$ cat config.mk
export PLATFORM = sky130hd
export DESIGN_NAME = fpm_cmd_if
export DESIGN_NICKNAME = d
export VERILOG_FILES = /design/src/shared/fpm_pkg.sv /design/src/hw/fpm_pin_sync.sv /design/src/hw/fpm_cmd_if.sv
export VERILOG_INCLUDE_DIRS = /design/src /design/src/shared
export SDC_FILE = /design/constraint.sdc
export NUM_CORES = 1
export LEC_CHECK = 0
export BUFFER_PORTS_ARGS = -buffer_cell sky130_fd_sc_hd__buf_2
export CELL_PAD_IN_SITES_DETAIL_PLACEMENT = 2
export CELL_PAD_IN_SITES_GLOBAL_PLACEMENT = 2
export CORE_ASPECT_RATIO = 0.5
export CORE_MARGIN = 2
export CORE_UTILIZATION = 40
export CTS_CLUSTER_DIAMETER = 80
export DETAILED_ROUTE_END_ITERATION = 6
export PLACE_DENSITY_LB_ADDON = 0.2
export SYNTH_ARGS = -nofsm -noshare
export SYNTH_HDL_FRONTEND = slang
export SYNTH_SLANG_ARGS = --single-unit
$ cat constraint.sdc
create_clock -name CLOCK -period 11.02 [get_ports CLOCK]
set_input_delay 0.551 -clock CLOCK [delete_from_list [all_inputs] [get_ports CLOCK]]
set_output_delay 0.551 -clock CLOCK [all_outputs]
set_load 0.005 [all_outputs]
$ cat src/shared/fpm_params.svh
// Constants for the flash programming mode command front end.
// Summary of operation
// Programming voltage high while reset releases enters programming mode instead of normal run.
// After entry, programming voltage pulses are counted to pick the channel, at most 11; the counter saturates at 12.
// Zero pulses pick three-wire sync; three add the handshake pin.
// Eight pulses pick async A, nine async B, eleven async A with handshake.
// Async receive bit time is measured from the first reset command.
// Every command comes from the programmer; the device processes each one.
// Every received command gets a response sent back.
// ACK accepts a valid command or data; NAK rejects illegal ones.
// Batch verify compares the whole array against supplied data.
// Batch erase erases the complete array.
// Batch blank check tells whether the whole array is erased.
// High-speed write takes start address and count, writes, then verifies.
// Successive write continues after the previous high-speed write, then verifies.
// Status read reports the current operation status.
// Oscillation frequency setting stores the supplied value.
// Erase time setting is stored and used by later batch erases.
// Write time setting is stored and used by later data writes.
// Baud rate setting changes async bit rate; only valid on async channels.
// Silicon signature returns the stored identification data.
// Reset command abandons any status and returns to command idle.
// Pins unused for programming stay in their reset state during programming mode; each channel the count passes drives its pins until the next pulse.
// Pulses count only until the first command, which locks the channel.
`ifndef FPM_PARAMS_SVH
`define FPM_PARAMS_SVH
`define FPM_PIN_VPP        0
`define FPM_PIN_SCK        1
`define FPM_PIN_SI         2
`define FPM_PIN_RXA        3
`define FPM_PIN_RXB        4
`define FPM_ENTRY_WAIT     2'h3
`define FPM_PULSE_SAT      4'hc
`define FPM_PULSES_SYNC    4'h0
`define FPM_PULSES_SYNC_HS 4'h3
`define FPM_PULSES_A       4'h8
`define FPM_PULSES_B       4'h9
`define FPM_PULSES_A_HS    4'hb
`define FPM_RX_START       4'h1
`define FPM_RX_BIT0        4'h2
`define FPM_RX_STOP        4'ha
`define FPM_RX_MEASURE     4'hf
`define FPM_SYNC_LAST_BIT  4'h7
`define FPM_TX_ASYNC_BITS  4'ha
`define FPM_TX_SYNC_BITS   4'h8
`define FPM_CMD_RESET      8'h01
`define FPM_CMD_VERIFY     8'h13
`define FPM_CMD_ERASE      8'h20
`define FPM_CMD_BLANK      8'h30
`define FPM_CMD_HS_WRITE   8'h40
`define FPM_CMD_SUCC_WRITE 8'h44
`define FPM_CMD_STATUS     8'h70
`define FPM_CMD_OSC        8'h90
`define FPM_CMD_ERASE_TIME 8'h95
`define FPM_CMD_WRITE_TIME 8'h9a
`define FPM_CMD_BAUD       8'h9f
`define FPM_CMD_SIGNATURE  8'hc0
`define FPM_ACK            8'h06
`define FPM_NAK            8'h15
`define FPM_ARRAY_BYTES    16'h0400
// Identification value is arbitrary.
`define FPM_SIGNATURE      16'h5a3c
`define FPM_ERASE_TIME_RST 16'h0064
`define FPM_WRITE_TIME_RST 16'h000a
`define FPM_OSC_RST        16'h0000
`define FPM_BIT_PERIOD_RST 16'h0208
`define FPM_ST_CMD_ERR     3'h5
`endif

$ cat src/shared/fpm_pkg.sv
// Types shared by the flash programming mode command front end.
package fpm_pkg;
  typedef enum logic [2:0] {
    FPM_CH_NONE    = 3'h0,
    FPM_CH_SYNC    = 3'h1,
    FPM_CH_SYNC_HS = 3'h2,
    FPM_CH_A       = 3'h3,
    FPM_CH_B       = 3'h4,
    FPM_CH_A_HS    = 3'h5
  } fpm_chan_t;
  typedef enum logic [2:0] {
    FPM_OP_NONE   = 3'h0,
    FPM_OP_VERIFY = 3'h1,
    FPM_OP_ERASE  = 3'h2,
    FPM_OP_BLANK  = 3'h3,
    FPM_OP_WRITE  = 3'h4
  } fpm_op_t;
  typedef enum logic [2:0] {
    FPM_C_IDLE  = 3'h0,
    FPM_C_ARG   = 3'h1,
    FPM_C_DATA  = 3'h2,
    FPM_C_FLASH = 3'h3,
    FPM_C_SEND  = 3'h4,
    FPM_C_DRAIN = 3'h5
  } fpm_cmd_state_t;
endpackage

$ cat src/hw/fpm_pin_sync.sv
// Two-flop pin synchroniser with edge pulses taken from the settled stage.
`timescale 1ns/1ps
module fpm_pin_sync #(
  parameter int WIDTH = 5
) (
  // Clock and reset.
  input  wire logic             clk,
  input  wire logic             rst,
  // Raw pins and their settled view.
  input  wire logic [WIDTH-1:0] pin,
  output logic      [WIDTH-1:0] level,
  output logic      [WIDTH-1:0] rise,
  output logic      [WIDTH-1:0] fall
);
  logic [WIDTH-1:0] meta;
  logic [WIDTH-1:0] settled;
  logic [WIDTH-1:0] prev;

  // Lines reset high so idle-high links show no false edge after reset.
  always_ff @(posedge clk or posedge rst) begin
    if (rst) begin
      meta    <= '1;
      settled <= '1;
      prev    <= '1;
    end else begin
      meta    <= pin;
      settled <= meta;
      prev    <= settled;
    end
  end

  assign level = settled;
  assign rise  = settled & ~prev;
  assign fall  = ~settled & prev;
endmodule

$ cat src/hw/fpm_cmd_if.sv
// Flash programming mode front end: mode entry, channel choice, serial link, commands.
`timescale 1ns/1ps
`include "fpm_params.svh"
module fpm_cmd_if (
  // Clock and reset.
  input  wire logic                CLOCK,
  input  wire logic                SYS_RST,
  // Programming voltage pin.
  input  wire logic                VPP_PIN,
  // Synchronous three-wire channel.
  input  wire logic                SYNC_SERIAL_CLOCK,
  input  wire logic                SYNC_SERIAL_IN,
  output logic                     SYNC_SERIAL_OUT,
  output logic                     SYNC_SERIAL_OUT_OE,
  // Asynchronous channels.
  input  wire logic                ASYNC_A_RECEIVE,
  output logic                     ASYNC_A_TRANSMIT,
  output logic                     ASYNC_A_TRANSMIT_OE,
  input  wire logic                ASYNC_B_RECEIVE,
  output logic                     ASYNC_B_TRANSMIT,
  output logic                     ASYNC_B_TRANSMIT_OE,
  // Handshake pin.
  output logic                     HANDSHAKE_PIN,
  output logic                     HANDSHAKE_PIN_OE,
  // Mode status and settings.
  output logic                     PROG_MODE,
  output fpm_pkg::fpm_chan_t       COMM_CHANNEL,
  output logic              [15:0] OSC_FREQ,
  // Flash array engine.
  output logic                     FLASH_REQ,
  output fpm_pkg::fpm_op_t         FLASH_OP,
  output logic              [15:0] FLASH_ADDR,
  output logic              [7:0]  FLASH_WDATA,
  output logic              [15:0] FLASH_TIME,
  input  wire logic                FLASH_DONE,
  input  wire logic                FLASH_PASS
);
  import fpm_pkg::*;

  function automatic fpm_chan_t chan_of(input logic [3:0] n);
    case (n)
      `FPM_PULSES_SYNC:    chan_of = FPM_CH_SYNC;
      `FPM_PULSES_SYNC_HS: chan_of = FPM_CH_SYNC_HS;
      `FPM_PULSES_A:       chan_of = FPM_CH_A;
      `FPM_PULSES_B:       chan_of = FPM_CH_B;
      `FPM_PULSES_A_HS:    chan_of = FPM_CH_A_HS;
      default:             chan_of = FPM_CH_NONE;
    endcase
  endfunction

  logic [4:0] pin_s;
  logic [4:0] pin_rise;
  logic [4:0] pin_fall;

  fpm_pin_sync #(.WIDTH(5)) u_sync (
    .clk   (CLOCK),
    .rst   (SYS_RST),
    .pin   ({ASYNC_B_RECEIVE, ASYNC_A_RECEIVE, SYNC_SERIAL_IN, SYNC_SERIAL_CLOCK, VPP_PIN}),
    .level (pin_s),
    .rise  (pin_rise),
    .fall  (pin_fall)
  );

  // Mode entry and channel selection.
  logic [1:0]  entry_cnt, next_entry_cnt;
  logic        entered, next_entered;
  logic        prog_mode, next_prog_mode;
  logic [3:0]  pulses, next_pulses;
  logic        locked, next_locked;
  fpm_chan_t   chan, next_chan;
  logic        oe_sync, oe_a, oe_b, oe_hs;
  logic        rx_valid;
  logic        is_async, a_sel;

  assign is_async = (chan == FPM_CH_A) || (chan == FPM_CH_B) || (chan == FPM_CH_A_HS);
  assign a_sel    = (chan == FPM_CH_A) || (chan == FPM_CH_A_HS);

  always_comb begin
    next_entry_cnt = entry_cnt;
    next_entered   = entered;
    next_prog_mode = prog_mode;
    next_pulses    = pulses;
    next_locked    = locked;
    next_chan      = chan;
    // The pin is read only after the synchroniser holds post-reset samples.
    if (!entered) begin
      if (entry_cnt == `FPM_ENTRY_WAIT) begin
        next_entered   = 1'b1;
        next_prog_mode = pin_s[`FPM_PIN_VPP];
      end else begin
        next_entry_cnt = entry_cnt + 2'h1;
      end
    end
    if (prog_mode && !locked) begin
      if (pin_rise[`FPM_PIN_VPP] && pulses != `FPM_PULSE_SAT) begin
        next_pulses = pulses + 4'h1;
      end
      next_chan = chan_of(pulses);
      if (rx_valid) begin
        next_locked = 1'b1;
      end
    end
  end

  always_ff @(posedge CLOCK or posedge SYS_RST) begin
    if (SYS_RST) begin
      entry_cnt <= 2'h0;
      entered   <= 1'b0;
      prog_mode <= 1'b0;
      pulses    <= 4'h0;
      locked    <= 1'b0;
      chan      <= FPM_CH_NONE;
      oe_sync   <= 1'b0;
      oe_a      <= 1'b0;
      oe_b      <= 1'b0;
      oe_hs     <= 1'b0;
    end else begin
      entry_cnt <= next_entry_cnt;
      entered   <= next_entered;
      prog_mode <= next_prog_mode;
      pulses    <= next_pulses;
      locked    <= next_locked;
      chan      <= next_chan;
      // Only the chosen channel drives; every other pin keeps its reset state.
      oe_sync   <= next_prog_mode && (next_chan == FPM_CH_SYNC || next_chan == FPM_CH_SYNC_HS);
      oe_a      <= next_prog_mode && (next_chan == FPM_CH_A || next_chan == FPM_CH_A_HS);
      oe_b      <= next_prog_mode && (next_chan == FPM_CH_B);
      oe_hs     <= next_prog_mode && (next_chan == FPM_CH_SYNC_HS || next_chan == FPM_CH_A_HS);
    end
  end

  // Serial link: byte receiver and transmitter shared by all channels.
  logic        rxd, rx_fall, rx_rise;
  logic [3:0]  rx_cnt, next_rx_cnt;
  logic [15:0] rx_tmr, next_rx_tmr;
  logic [7:0]  rx_sh, next_rx_sh;
  logic        next_rx_valid;
  logic        cal, next_cal;
  logic [15:0] bit_period, next_bit_period;
  logic [3:0]  tx_cnt, next_tx_cnt;
  logic [15:0] tx_tmr, next_tx_tmr;
  logic [9:0]  tx_sh, next_tx_sh;
  logic        ser_out, next_ser_out;
  logic        tx_busy;
  logic        tx_go, baud_load;
  logic [7:0]  tx_byte;
  logic [15:0] arg;

  assign rxd     = a_sel ? pin_s[`FPM_PIN_RXA] : pin_s[`FPM_PIN_RXB];
  assign rx_fall = a_sel ? pin_fall[`FPM_PIN_RXA] : pin_fall[`FPM_PIN_RXB];
  assign rx_rise = a_sel ? pin_rise[`FPM_PIN_RXA] : pin_rise[`FPM_PIN_RXB];
  // The async stop bit keeps the line busy until its timer runs out.
  assign tx_busy = (tx_cnt != 4'h0) || (tx_tmr != 16'h0);

  always_comb begin
    next_rx_cnt     = rx_cnt;
    next_rx_tmr     = rx_tmr;
    next_rx_sh      = rx_sh;
    next_rx_valid   = 1'b0;
    next_cal        = cal;
    next_bit_period = bit_period;
    if (!prog_mode || chan == FPM_CH_NONE) begin
      next_rx_cnt = 4'h0;
    end else if (!is_async) begin
      if (pin_rise[`FPM_PIN_SCK]) begin
        next_rx_sh = {rx_sh[6:0], pin_s[`FPM_PIN_SI]};
        if (rx_cnt == `FPM_SYNC_LAST_BIT) begin
          next_rx_cnt   = 4'h0;
          next_rx_valid = 1'b1;
        end else begin
          next_rx_cnt = rx_cnt + 4'h1;
        end
      end
    end else if (rx_cnt == 4'h0) begin
      if (rx_fall) begin
        next_rx_cnt = cal ? `FPM_RX_START : `FPM_RX_MEASURE;
        next_rx_tmr = cal ? {1'b0, bit_period[15:1]} : 16'h0;
      end
    end else if (rx_cnt == `FPM_RX_MEASURE) begin
      // The reset command's start bit is followed by a one, so its low time is one bit.
      next_rx_tmr = rx_tmr + 16'h1;
      if (rx_rise) begin
        next_bit_period = rx_tmr + 16'h1;
        next_cal        = 1'b1;
        next_rx_cnt     = `FPM_RX_BIT0;
        next_rx_tmr     = {1'b0, rx_tmr[15:1]};
      end
    end else if (rx_tmr != 16'h0) begin
      next_rx_tmr = rx_tmr - 16'h1;
    end else begin
      next_rx_tmr = bit_period - 16'h1;
      if (rx_cnt == `FPM_RX_START) begin
        next_rx_cnt = rxd ? 4'h0 : `FPM_RX_BIT0;
      end else if (rx_cnt == `FPM_RX_STOP) begin
        next_rx_cnt   = 4'h0;
        next_rx_valid = rxd;
      end else begin
        next_rx_sh  = {rxd, rx_sh[7:1]};
        next_rx_cnt = rx_cnt + 4'h1;
      end
    end
    if (baud_load) begin
      next_bit_period = arg;
    end
  end

  always_comb begin
    next_tx_cnt  = tx_cnt;
    next_tx_tmr  = tx_tmr;
    next_tx_sh   = tx_sh;
    next_ser_out = ser_out;
    if (tx_go) begin
      next_tx_sh  = is_async ? {1'b1, tx_byte, 1'b0} : {2'h0, tx_byte};
      next_tx_cnt = is_async ? `FPM_TX_ASYNC_BITS : `FPM_TX_SYNC_BITS;
    end else if (is_async) begin
      if (tx_tmr != 16'h0) begin
        next_tx_tmr = tx_tmr - 16'h1;
      end else if (tx_cnt != 4'h0) begin
        next_ser_out = tx_sh[0];
        next_tx_sh   = {1'b1, tx_sh[9:1]};
        next_tx_cnt  = tx_cnt - 4'h1;
        next_tx_tmr  = bit_period - 16'h1;
      end
    end else if (tx_cnt != 4'h0 && pin_fall[`FPM_PIN_SCK]) begin
      next_ser_out = tx_sh[7];
      next_tx_sh   = {tx_sh[8:0], 1'b0};
      next_tx_cnt  = tx_cnt - 4'h1;
    end
  end

  always_ff @(posedge CLOCK or posedge SYS_RST) begin
    if (SYS_RST) begin
      rx_cnt     <= 4'h0;
      rx_tmr     <= 16'h0;
      rx_sh      <= 8'h00;
      rx_valid   <= 1'b0;
      cal        <= 1'b0;
      bit_period <= `FPM_BIT_PERIOD_RST;
      tx_cnt     <= 4'h0;
      tx_tmr     <= 16'h0;
      tx_sh      <= 10'h3ff;
      ser_out    <= 1'b1;
    end else begin
      rx_cnt     <= next_rx_cnt;
      rx_tmr     <= next_rx_tmr;
      rx_sh      <= next_rx_sh;
      rx_valid   <= next_rx_valid;
      cal        <= next_cal;
      bit_period <= next_bit_period;
      tx_cnt     <= next_tx_cnt;
      tx_tmr     <= next_tx_tmr;
      tx_sh      <= next_tx_sh;
      ser_out    <= next_ser_out;
    end
  end

  // Command interpreter.
  fpm_cmd_state_t state, next_state;
  logic [7:0]  cmd, next_cmd;
  logic [1:0]  arg_left, next_arg_left;
  logic [15:0] next_arg;
  logic [23:0] arg_in;
  logic [15:0] left, next_left;
  logic [15:0] addr, next_addr;
  logic [15:0] wptr, next_wptr;
  fpm_op_t     op, next_op;
  logic        fail, next_fail;
  logic [7:0]  status, next_status;
  logic [23:0] resp, next_resp;
  logic [1:0]  resp_left, next_resp_left;
  logic        next_tx_go, next_baud_load, baud_pend, next_baud_pend;
  logic [7:0]  next_tx_byte, wdata, next_wdata;
  logic        flash_req, next_flash_req;
  logic [15:0] flash_time, next_flash_time;
  logic [15:0] erase_time, next_erase_time, write_time, next_write_time;
  logic [15:0] osc, next_osc;
  logic        hs_ready;
  logic        ok;

  assign arg_in = {arg, rx_sh};
  assign ok     = !fail && FLASH_PASS;

  always_comb begin
    next_state = state;        next_cmd = cmd;          next_arg_left = arg_left;
    next_arg = arg;            next_left = left;        next_addr = addr;
    next_wptr = wptr;          next_op = op;            next_fail = fail;
    next_status = status;      next_resp = resp;        next_resp_left = resp_left;
    next_wdata = wdata;        next_flash_time = flash_time;
    next_erase_time = erase_time;   next_write_time = write_time;
    next_osc = osc;            next_baud_pend = baud_pend;
    next_tx_go = 1'b0;         next_tx_byte = tx_byte;
    next_flash_req = 1'b0;     next_baud_load = 1'b0;
    // Default answer is a single ACK; branches override it.
    unique case (state)
      FPM_C_IDLE: if (rx_valid) begin
        next_cmd       = rx_sh;
        next_fail      = 1'b0;
        next_state     = FPM_C_SEND;
        next_resp      = {`FPM_ACK, 16'h0000};
        next_resp_left = 2'h1;
        case (rx_sh)
          `FPM_CMD_RESET: next_status = 8'h00;
          `FPM_CMD_VERIFY: begin
            next_op = FPM_OP_VERIFY;
            next_addr = 16'h0000;
            next_left = `FPM_ARRAY_BYTES;
            next_state = FPM_C_DATA;
          end
          `FPM_CMD_ERASE, `FPM_CMD_BLANK: begin
            next_op = (rx_sh == `FPM_CMD_ERASE) ? FPM_OP_ERASE : FPM_OP_BLANK;
            next_flash_time = erase_time;
            next_flash_req = 1'b1;
            next_state = FPM_C_FLASH;
          end
          `FPM_CMD_HS_WRITE: begin
            next_arg_left = 2'h3;
            next_state = FPM_C_ARG;
          end
          `FPM_CMD_SUCC_WRITE: begin
            next_arg_left = 2'h1;
            next_state = FPM_C_ARG;
          end
          `FPM_CMD_STATUS: begin
            next_resp = {`FPM_ACK, status, 8'h00};
            next_resp_left = 2'h2;
          end
          `FPM_CMD_OSC, `FPM_CMD_ERASE_TIME, `FPM_CMD_WRITE_TIME: begin
            next_arg_left = 2'h2;
            next_state = FPM_C_ARG;
          end
          `FPM_CMD_BAUD: begin
            next_arg_left = 2'h2;
            next_state = is_async ? FPM_C_ARG : FPM_C_SEND;
            if (!is_async) begin
              next_resp = {`FPM_NAK, 16'h0000};
              next_status[`FPM_ST_CMD_ERR] = 1'b1;
            end
          end
          `FPM_CMD_SIGNATURE: begin
            next_resp = {`FPM_ACK, `FPM_SIGNATURE};
            next_resp_left = 2'h3;
          end
          default: begin
            next_resp = {`FPM_NAK, 16'h0000};
            next_status[`FPM_ST_CMD_ERR] = 1'b1;
          end
        endcase
      end
      FPM_C_ARG: if (rx_valid) begin
        next_arg = arg_in[15:0];
        next_arg_left = arg_left - 2'h1;
        if (arg_left == 2'h1) begin
          next_state     = FPM_C_SEND;
          next_resp      = {`FPM_ACK, 16'h0000};
          next_resp_left = 2'h1;
          case (cmd)
            `FPM_CMD_HS_WRITE, `FPM_CMD_SUCC_WRITE: begin
              next_addr = (cmd == `FPM_CMD_HS_WRITE) ? arg_in[23:8] : wptr;
              next_left = {8'h00, rx_sh};
              next_op = FPM_OP_WRITE;
              if (rx_sh == 8'h00) begin
                next_resp = {`FPM_NAK, 16'h0000};
                next_status[`FPM_ST_CMD_ERR] = 1'b1;
              end else begin
                next_state = FPM_C_DATA;
              end
            end
            `FPM_CMD_OSC:        next_osc = arg_in[15:0];
            `FPM_CMD_ERASE_TIME: next_erase_time = arg_in[15:0];
            `FPM_CMD_BAUD:       next_baud_pend = 1'b1;
            default:             next_write_time = arg_in[15:0];
          endcase
        end
      end
      FPM_C_DATA: if (rx_valid) begin
        next_wdata = rx_sh;
        next_flash_time = write_time;
        next_flash_req = 1'b1;
        next_state = FPM_C_FLASH;
      end
      FPM_C_FLASH: if (FLASH_DONE) begin
        // The engine verifies each written byte, so a write fail covers the check.
        if (!FLASH_PASS) begin
          next_fail = 1'b1;
          next_status[op] = 1'b1;
        end
        if (op == FPM_OP_WRITE) begin
          next_wptr = addr + 16'h1;
        end
        if (op == FPM_OP_ERASE || op == FPM_OP_BLANK || left == 16'h0001) begin
          next_state = FPM_C_SEND;
          next_resp = {ok ? `FPM_ACK : `FPM_NAK, 16'h0000};
          next_resp_left = 2'h1;
        end else begin
          next_addr = addr + 16'h1;
          next_left = left - 16'h1;
          next_state = FPM_C_DATA;
        end
      end
      FPM_C_SEND: if (!tx_busy && !tx_go) begin
        next_tx_go = 1'b1;
        next_tx_byte = resp[23:16];
        next_resp = {resp[15:0], 8'h00};
        next_resp_left = resp_left - 2'h1;
        if (resp_left == 2'h1) begin
          next_state = FPM_C_DRAIN;
        end
      end
      FPM_C_DRAIN: if (!tx_busy && !tx_go && (is_async || rx_cnt == 4'h0)) begin
        // A new rate takes effect only after the ACK went out at the old one.
        next_state = FPM_C_IDLE;
        next_baud_load = baud_pend;
        next_baud_pend = 1'b0;
      end
    endcase
  end

  always_ff @(posedge CLOCK or posedge SYS_RST) begin
    if (SYS_RST) begin
      state <= FPM_C_IDLE;    cmd <= 8'h00;          arg_left <= 2'h0;
      arg <= 16'h0000;        left <= 16'h0000;      addr <= 16'h0000;
      wptr <= 16'h0000;       op <= FPM_OP_NONE;     fail <= 1'b0;
      status <= 8'h00;        resp <= 24'h000000;    resp_left <= 2'h0;
      tx_go <= 1'b0;          tx_byte <= 8'h00;      baud_load <= 1'b0;
      baud_pend <= 1'b0;      wdata <= 8'h00;        flash_req <= 1'b0;
      flash_time <= 16'h0000; osc <= `FPM_OSC_RST;   hs_ready <= 1'b0;
      erase_time <= `FPM_ERASE_TIME_RST;
      write_time <= `FPM_WRITE_TIME_RST;
    end else begin
      state <= next_state;    cmd <= next_cmd;       arg_left <= next_arg_left;
      arg <= next_arg;        left <= next_left;     addr <= next_addr;
      wptr <= next_wptr;      op <= next_op;         fail <= next_fail;
      status <= next_status;  resp <= next_resp;     resp_left <= next_resp_left;
      tx_go <= next_tx_go;    tx_byte <= next_tx_byte;   baud_load <= next_baud_load;
      baud_pend <= next_baud_pend;   wdata <= next_wdata;   flash_req <= next_flash_req;
      flash_time <= next_flash_time; osc <= next_osc;
      hs_ready <= prog_mode && (next_state == FPM_C_IDLE || next_state == FPM_C_ARG
                                || next_state == FPM_C_DATA);
      erase_time <= next_erase_time;
      write_time <= next_write_time;
    end
  end

  assign SYNC_SERIAL_OUT     = ser_out;
  assign SYNC_SERIAL_OUT_OE  = oe_sync;
  assign ASYNC_A_TRANSMIT    = ser_out;
  assign ASYNC_A_TRANSMIT_OE = oe_a;
  assign ASYNC_B_TRANSMIT    = ser_out;
  assign ASYNC_B_TRANSMIT_OE = oe_b;
  assign HANDSHAKE_PIN       = hs_ready;
  assign HANDSHAKE_PIN_OE    = oe_hs;
  assign PROG_MODE           = prog_mode;
  assign COMM_CHANNEL        = chan;
  assign OSC_FREQ            = osc;
  assign FLASH_REQ           = flash_req;
  assign FLASH_OP            = op;
  assign FLASH_ADDR          = addr;
  assign FLASH_WDATA         = wdata;
  assign FLASH_TIME          = flash_time;
endmodule

==> impl_results.md <==
- Clock latency on the worst-skew pair: 590 ps
- Flop-to-flop setup slack: 7320 ps
- Setup violators final: 0
- Synth async-reset ratio: 100.0%
- Met3 WL: 2499 microns
- Worst-Margin Slew: 1087 ps
- Syn_nets: 1,643
- Final hold viol count: 0
- Hold depth: 1
- TritonCTS Buffers: 30
- Area share of the largest cell type after synthesis: 41.86%
- Reg2Reg Launch Point: state[0]
- Seq. cell area: 7547 sq um
- CP max stage delay: 830 ps
- Syn. warnings: 0
- Crit path required time: 11,490 ps
- Fin crit share: 33.57%
- Final #Nets: 1,677
- Area contributors post-synth: dfrtp_1 (42%), mux2_2 (8.2%), dfstp_2 (5.2%), mux2i_1 (4.6%), nand2_1 (3.8%)
- Die area: 41,760 sq um
- Die Wd: 287.0 microns
- Fin. max-slew vios: 0
- Crit Path Category: flop to flop
- Hold Crit Start: SYNC_SERIAL_CLOCK
- Core area: 39,180 sq um
- Critical Path Start Type: flop
- Crit-path max FO: 24
- Reg2reg end: erase_time[8]
- Worst path top cell family by delay: simple AND/OR/NAND/NOR gates
- Worst Hold Class: primary input to flop
- VDD IR max: 0.1345 mV
- CP Capture Type: flop
- Port bufs: 80
- # DRC: 0
- Cells along the critical path: nor2b_1 -> and2_1 -> nand3_1 -> or4_1 -> mux2_2
- # clock sinks: 300
- GPL Wtd Cong: 0.8759
- DRT iter0 DRCs: 829
- Site row count: 51
- Sum Neg Setup Slack: 0 ps
- CP max stage cell: dfrtp_1
- Clock Path Buffers: 3
- Multi-input gate area: 7850 sq um
- Fillers: 4,108
- Worst-case clock skew: 17.25 ps
- Fmax: 0.2703 GHz
- Post-detail-place hpwl: 38,540 microns
- Clock root buffer: clkbuf_16
- Flops & latches, synth: 300
- PwrDens: 211.4 nW/um^2
- Post_cts resized: 0
- Gr usage total: 27.25%
- Min cycle time layout: 3699 ps
- Primary FF master, synth: dfrtp_1
- Final antenna-violating net count: 0
- Initial Util: 40.89%
- Syn avg cell area: 9.920 sq um
- Buffers & Inverters on Critical Path: 0
- Static Leakage: 0.008017 uW
- Ports: 81
- Number of distinct library cells after synthesis: 80
- Area leader, netlist: dfrtp_1
- Final hold slack: 75.56 ps
- Overall routed net length: 56,320 microns
- Met2 wire len: 26,710 microns
- Post-layout util: 45.69%
- Die height: 145.5 microns
- Clock slew at reported path FFs: 60 ps
- Relative slew slack: 27.02%
- DR pass1 iterations: 5
- Max Cap Viol: 0
- RSZ-0062 raised after global routing: false
- Largest net degree at the start of global routing: 161
- Number of synthesized flops with an enable pin: 0
- Number of global-route vias before repair: 14,572
- Via density per instance: 6.019
- Highest routed layer: met4
- Sequential share of the synthesized area: 47.11%
- Critical Path AT: 4160 ps
- Vias: 13,265
- Critical path depth: 5
- Synth-to-Final Area Change: 11.75%
- Status: complete, no violations
- Syn Std Cell Area: 16,020 sq um
- DRT met1 WL: 25,980 microns
- Worst hold path endpoint: u_sync.meta[1]
- DR WL/cell: 25.55 microns
- Worst reg-to-reg path cell count: 5
- Grt total ovfl: 0
- Share of layout cells above drive strength 1: 19.67%
- Hold buffers post-CTS: 0
- Cells after synthesis: 1,615
- CTS tree: yes
- Post CTS Setup Buffer Count: 0
- Global-route wire length before repair: 89,440 microns
- H-tree levels: 1
- Initial antenna violation count: 2
-- final cells by class --
| class | count | share of cell area, % |
|---|---|---|
| clock inverter | 11 | 0.8037 |
| clock buffer | 45 | 4.962 |
| inverter | 57 | 1.237 |
| antenna | 1 | 0.01398 |
| multi-input combinational | 1157 | 43.85 |
| sequential | 300 | 42.16 |
| timing repair buffer | 103 | 3.271 |
| tap | 530 | 3.704 |
-- layout by cell type, fill, tap and decap left out, types with 40 or more instances in the layout --
master,netlist,layout
nor2_1,121,121
a21oi_1,99,98
mux2i_1,74,74
o21ai_0,103,103
nor3_1,48,47
inv_1,57,56
mux2_2,117,117
buf_2,10,80
xnor2_1,40,40
nand2_1,162,162
dfrtp_1,268,268
-- power breakdown --
part | switching (uW) | internal [uW]
Sequential | 167 | 1230
Clock | 477 | 627
Combinational | 822 | 464
Total | 1470 | 2320
-- worst max path at each step --
| stage | startpoint | endpoint | slack [ps] |
|---|---|---|---|
| after floorplan | SYS_RST | ASYNC_A_TRANSMIT_OE | 2230 |
| after global placement | state[0] | erase_time[4] | 7540 |
| after detailed placement | rx_cnt[0] | rx_tmr[2] | 7440 |
| after CTS | state[0] | erase_time[8] | 7350 |
| after global routing | state[0] | OSC_FREQ[12] | 7090 |
| final | state[0] | erase_time[8] | 7320 |
-- sequential cells by signal (all words and copies together) (netlist names), 10 cells and up --
name	count
tx_sh	10
OSC_FREQ	16
resp	17
wptr	16
tx_tmr	16
write_time	16
arg	16
FLASH_ADDR	16
bit_period	16
left	16
erase_time	16
FLASH_TIME	16
rx_tmr	16
-- synthesized netlist by cell type, drive strengths merged, types with 6 or more instances --
| cell type | n |
|---|---|
| or4 | 15 |
| o221ai | 10 |
| nand2b | 21 |
| nor2b | 18 |
| nand3 | 36 |
| nand2 | 162 |
| dfstp | 32 |
| a31oi | 10 |
| mux2 | 117 |
| a211oi | 10 |
| nor3 | 49 |
| ha | 19 |
| and3 | 10 |
| mux4 | 7 |
| a21oi | 99 |
| buf | 21 |
| nand4 | 22 |
| dfrtp | 268 |
| xnor2 | 40 |
| o22ai | 8 |
| nor4 | 20 |
| or3 | 14 |
| o211ai | 11 |
| o311ai | 9 |
| nor2 | 121 |
| and2 | 12 |
| inv | 57 |
| o21ai | 104 |
| xor2 | 21 |
| clkbuf | 80 |
| mux2i | 74 |
| o31ai | 12 |
| a22o | 6 |
-- layer usage --
layer  vias up  track usage [%]
met5         -                0
met4         0            5.547
met3        77            3.715
met2       298            44.93
met1      7012            38.42
li1       5878                -
-- stage by stage --
| step | worst slack (ps) | total power [uW] | cells | area (sq um) |
|---|---|---|---|---|
| 2_1_floorplan | 2233 | 2243 | 1615 | 16020 |
| 3_3_place_gp | 7545 | 2579 | 2147 | 16870 |
| 3_5_place_dp | 7445 | 2657 | 2147 | 16870 |
| 4_1_cts | 7346 | 3787 | 2203 | 17900 |
| 5_1_grt | 7094 | 3979 | 2203 | 17900 |
| 6_report | 7321 | 3784 | 2204 | 17900 |
-- worst reg2reg max path: cells and delay by family (launching register included) --
family | cells | cell delay [ps]
multiplexers | 1 | 430
flip-flops | 1 | 830
AND/OR/NAND/NOR | 4 | 2320
-- logic make-up (layout without fill, tap and decap cells) --
logic type | count (synthesis) | in the layout | share of synthesized area (%)
multiplexers | 198 | 198 | 13.83
flip-flops | 300 | 300 | 47.11
AO/OA/AOI/OAI | 349 | 349 | 13.90
other | 0 | 1 | 0
buffers and inverters | 158 | 216 | 3.975
adder cells (fa/ha/maj) | 19 | 19 | 1.484
AND/OR/NAND/NOR | 530 | 530 | 16.36
XOR/XNOR | 61 | 61 | 3.335
Note: power is estimated with default switching activity, not from simulation.
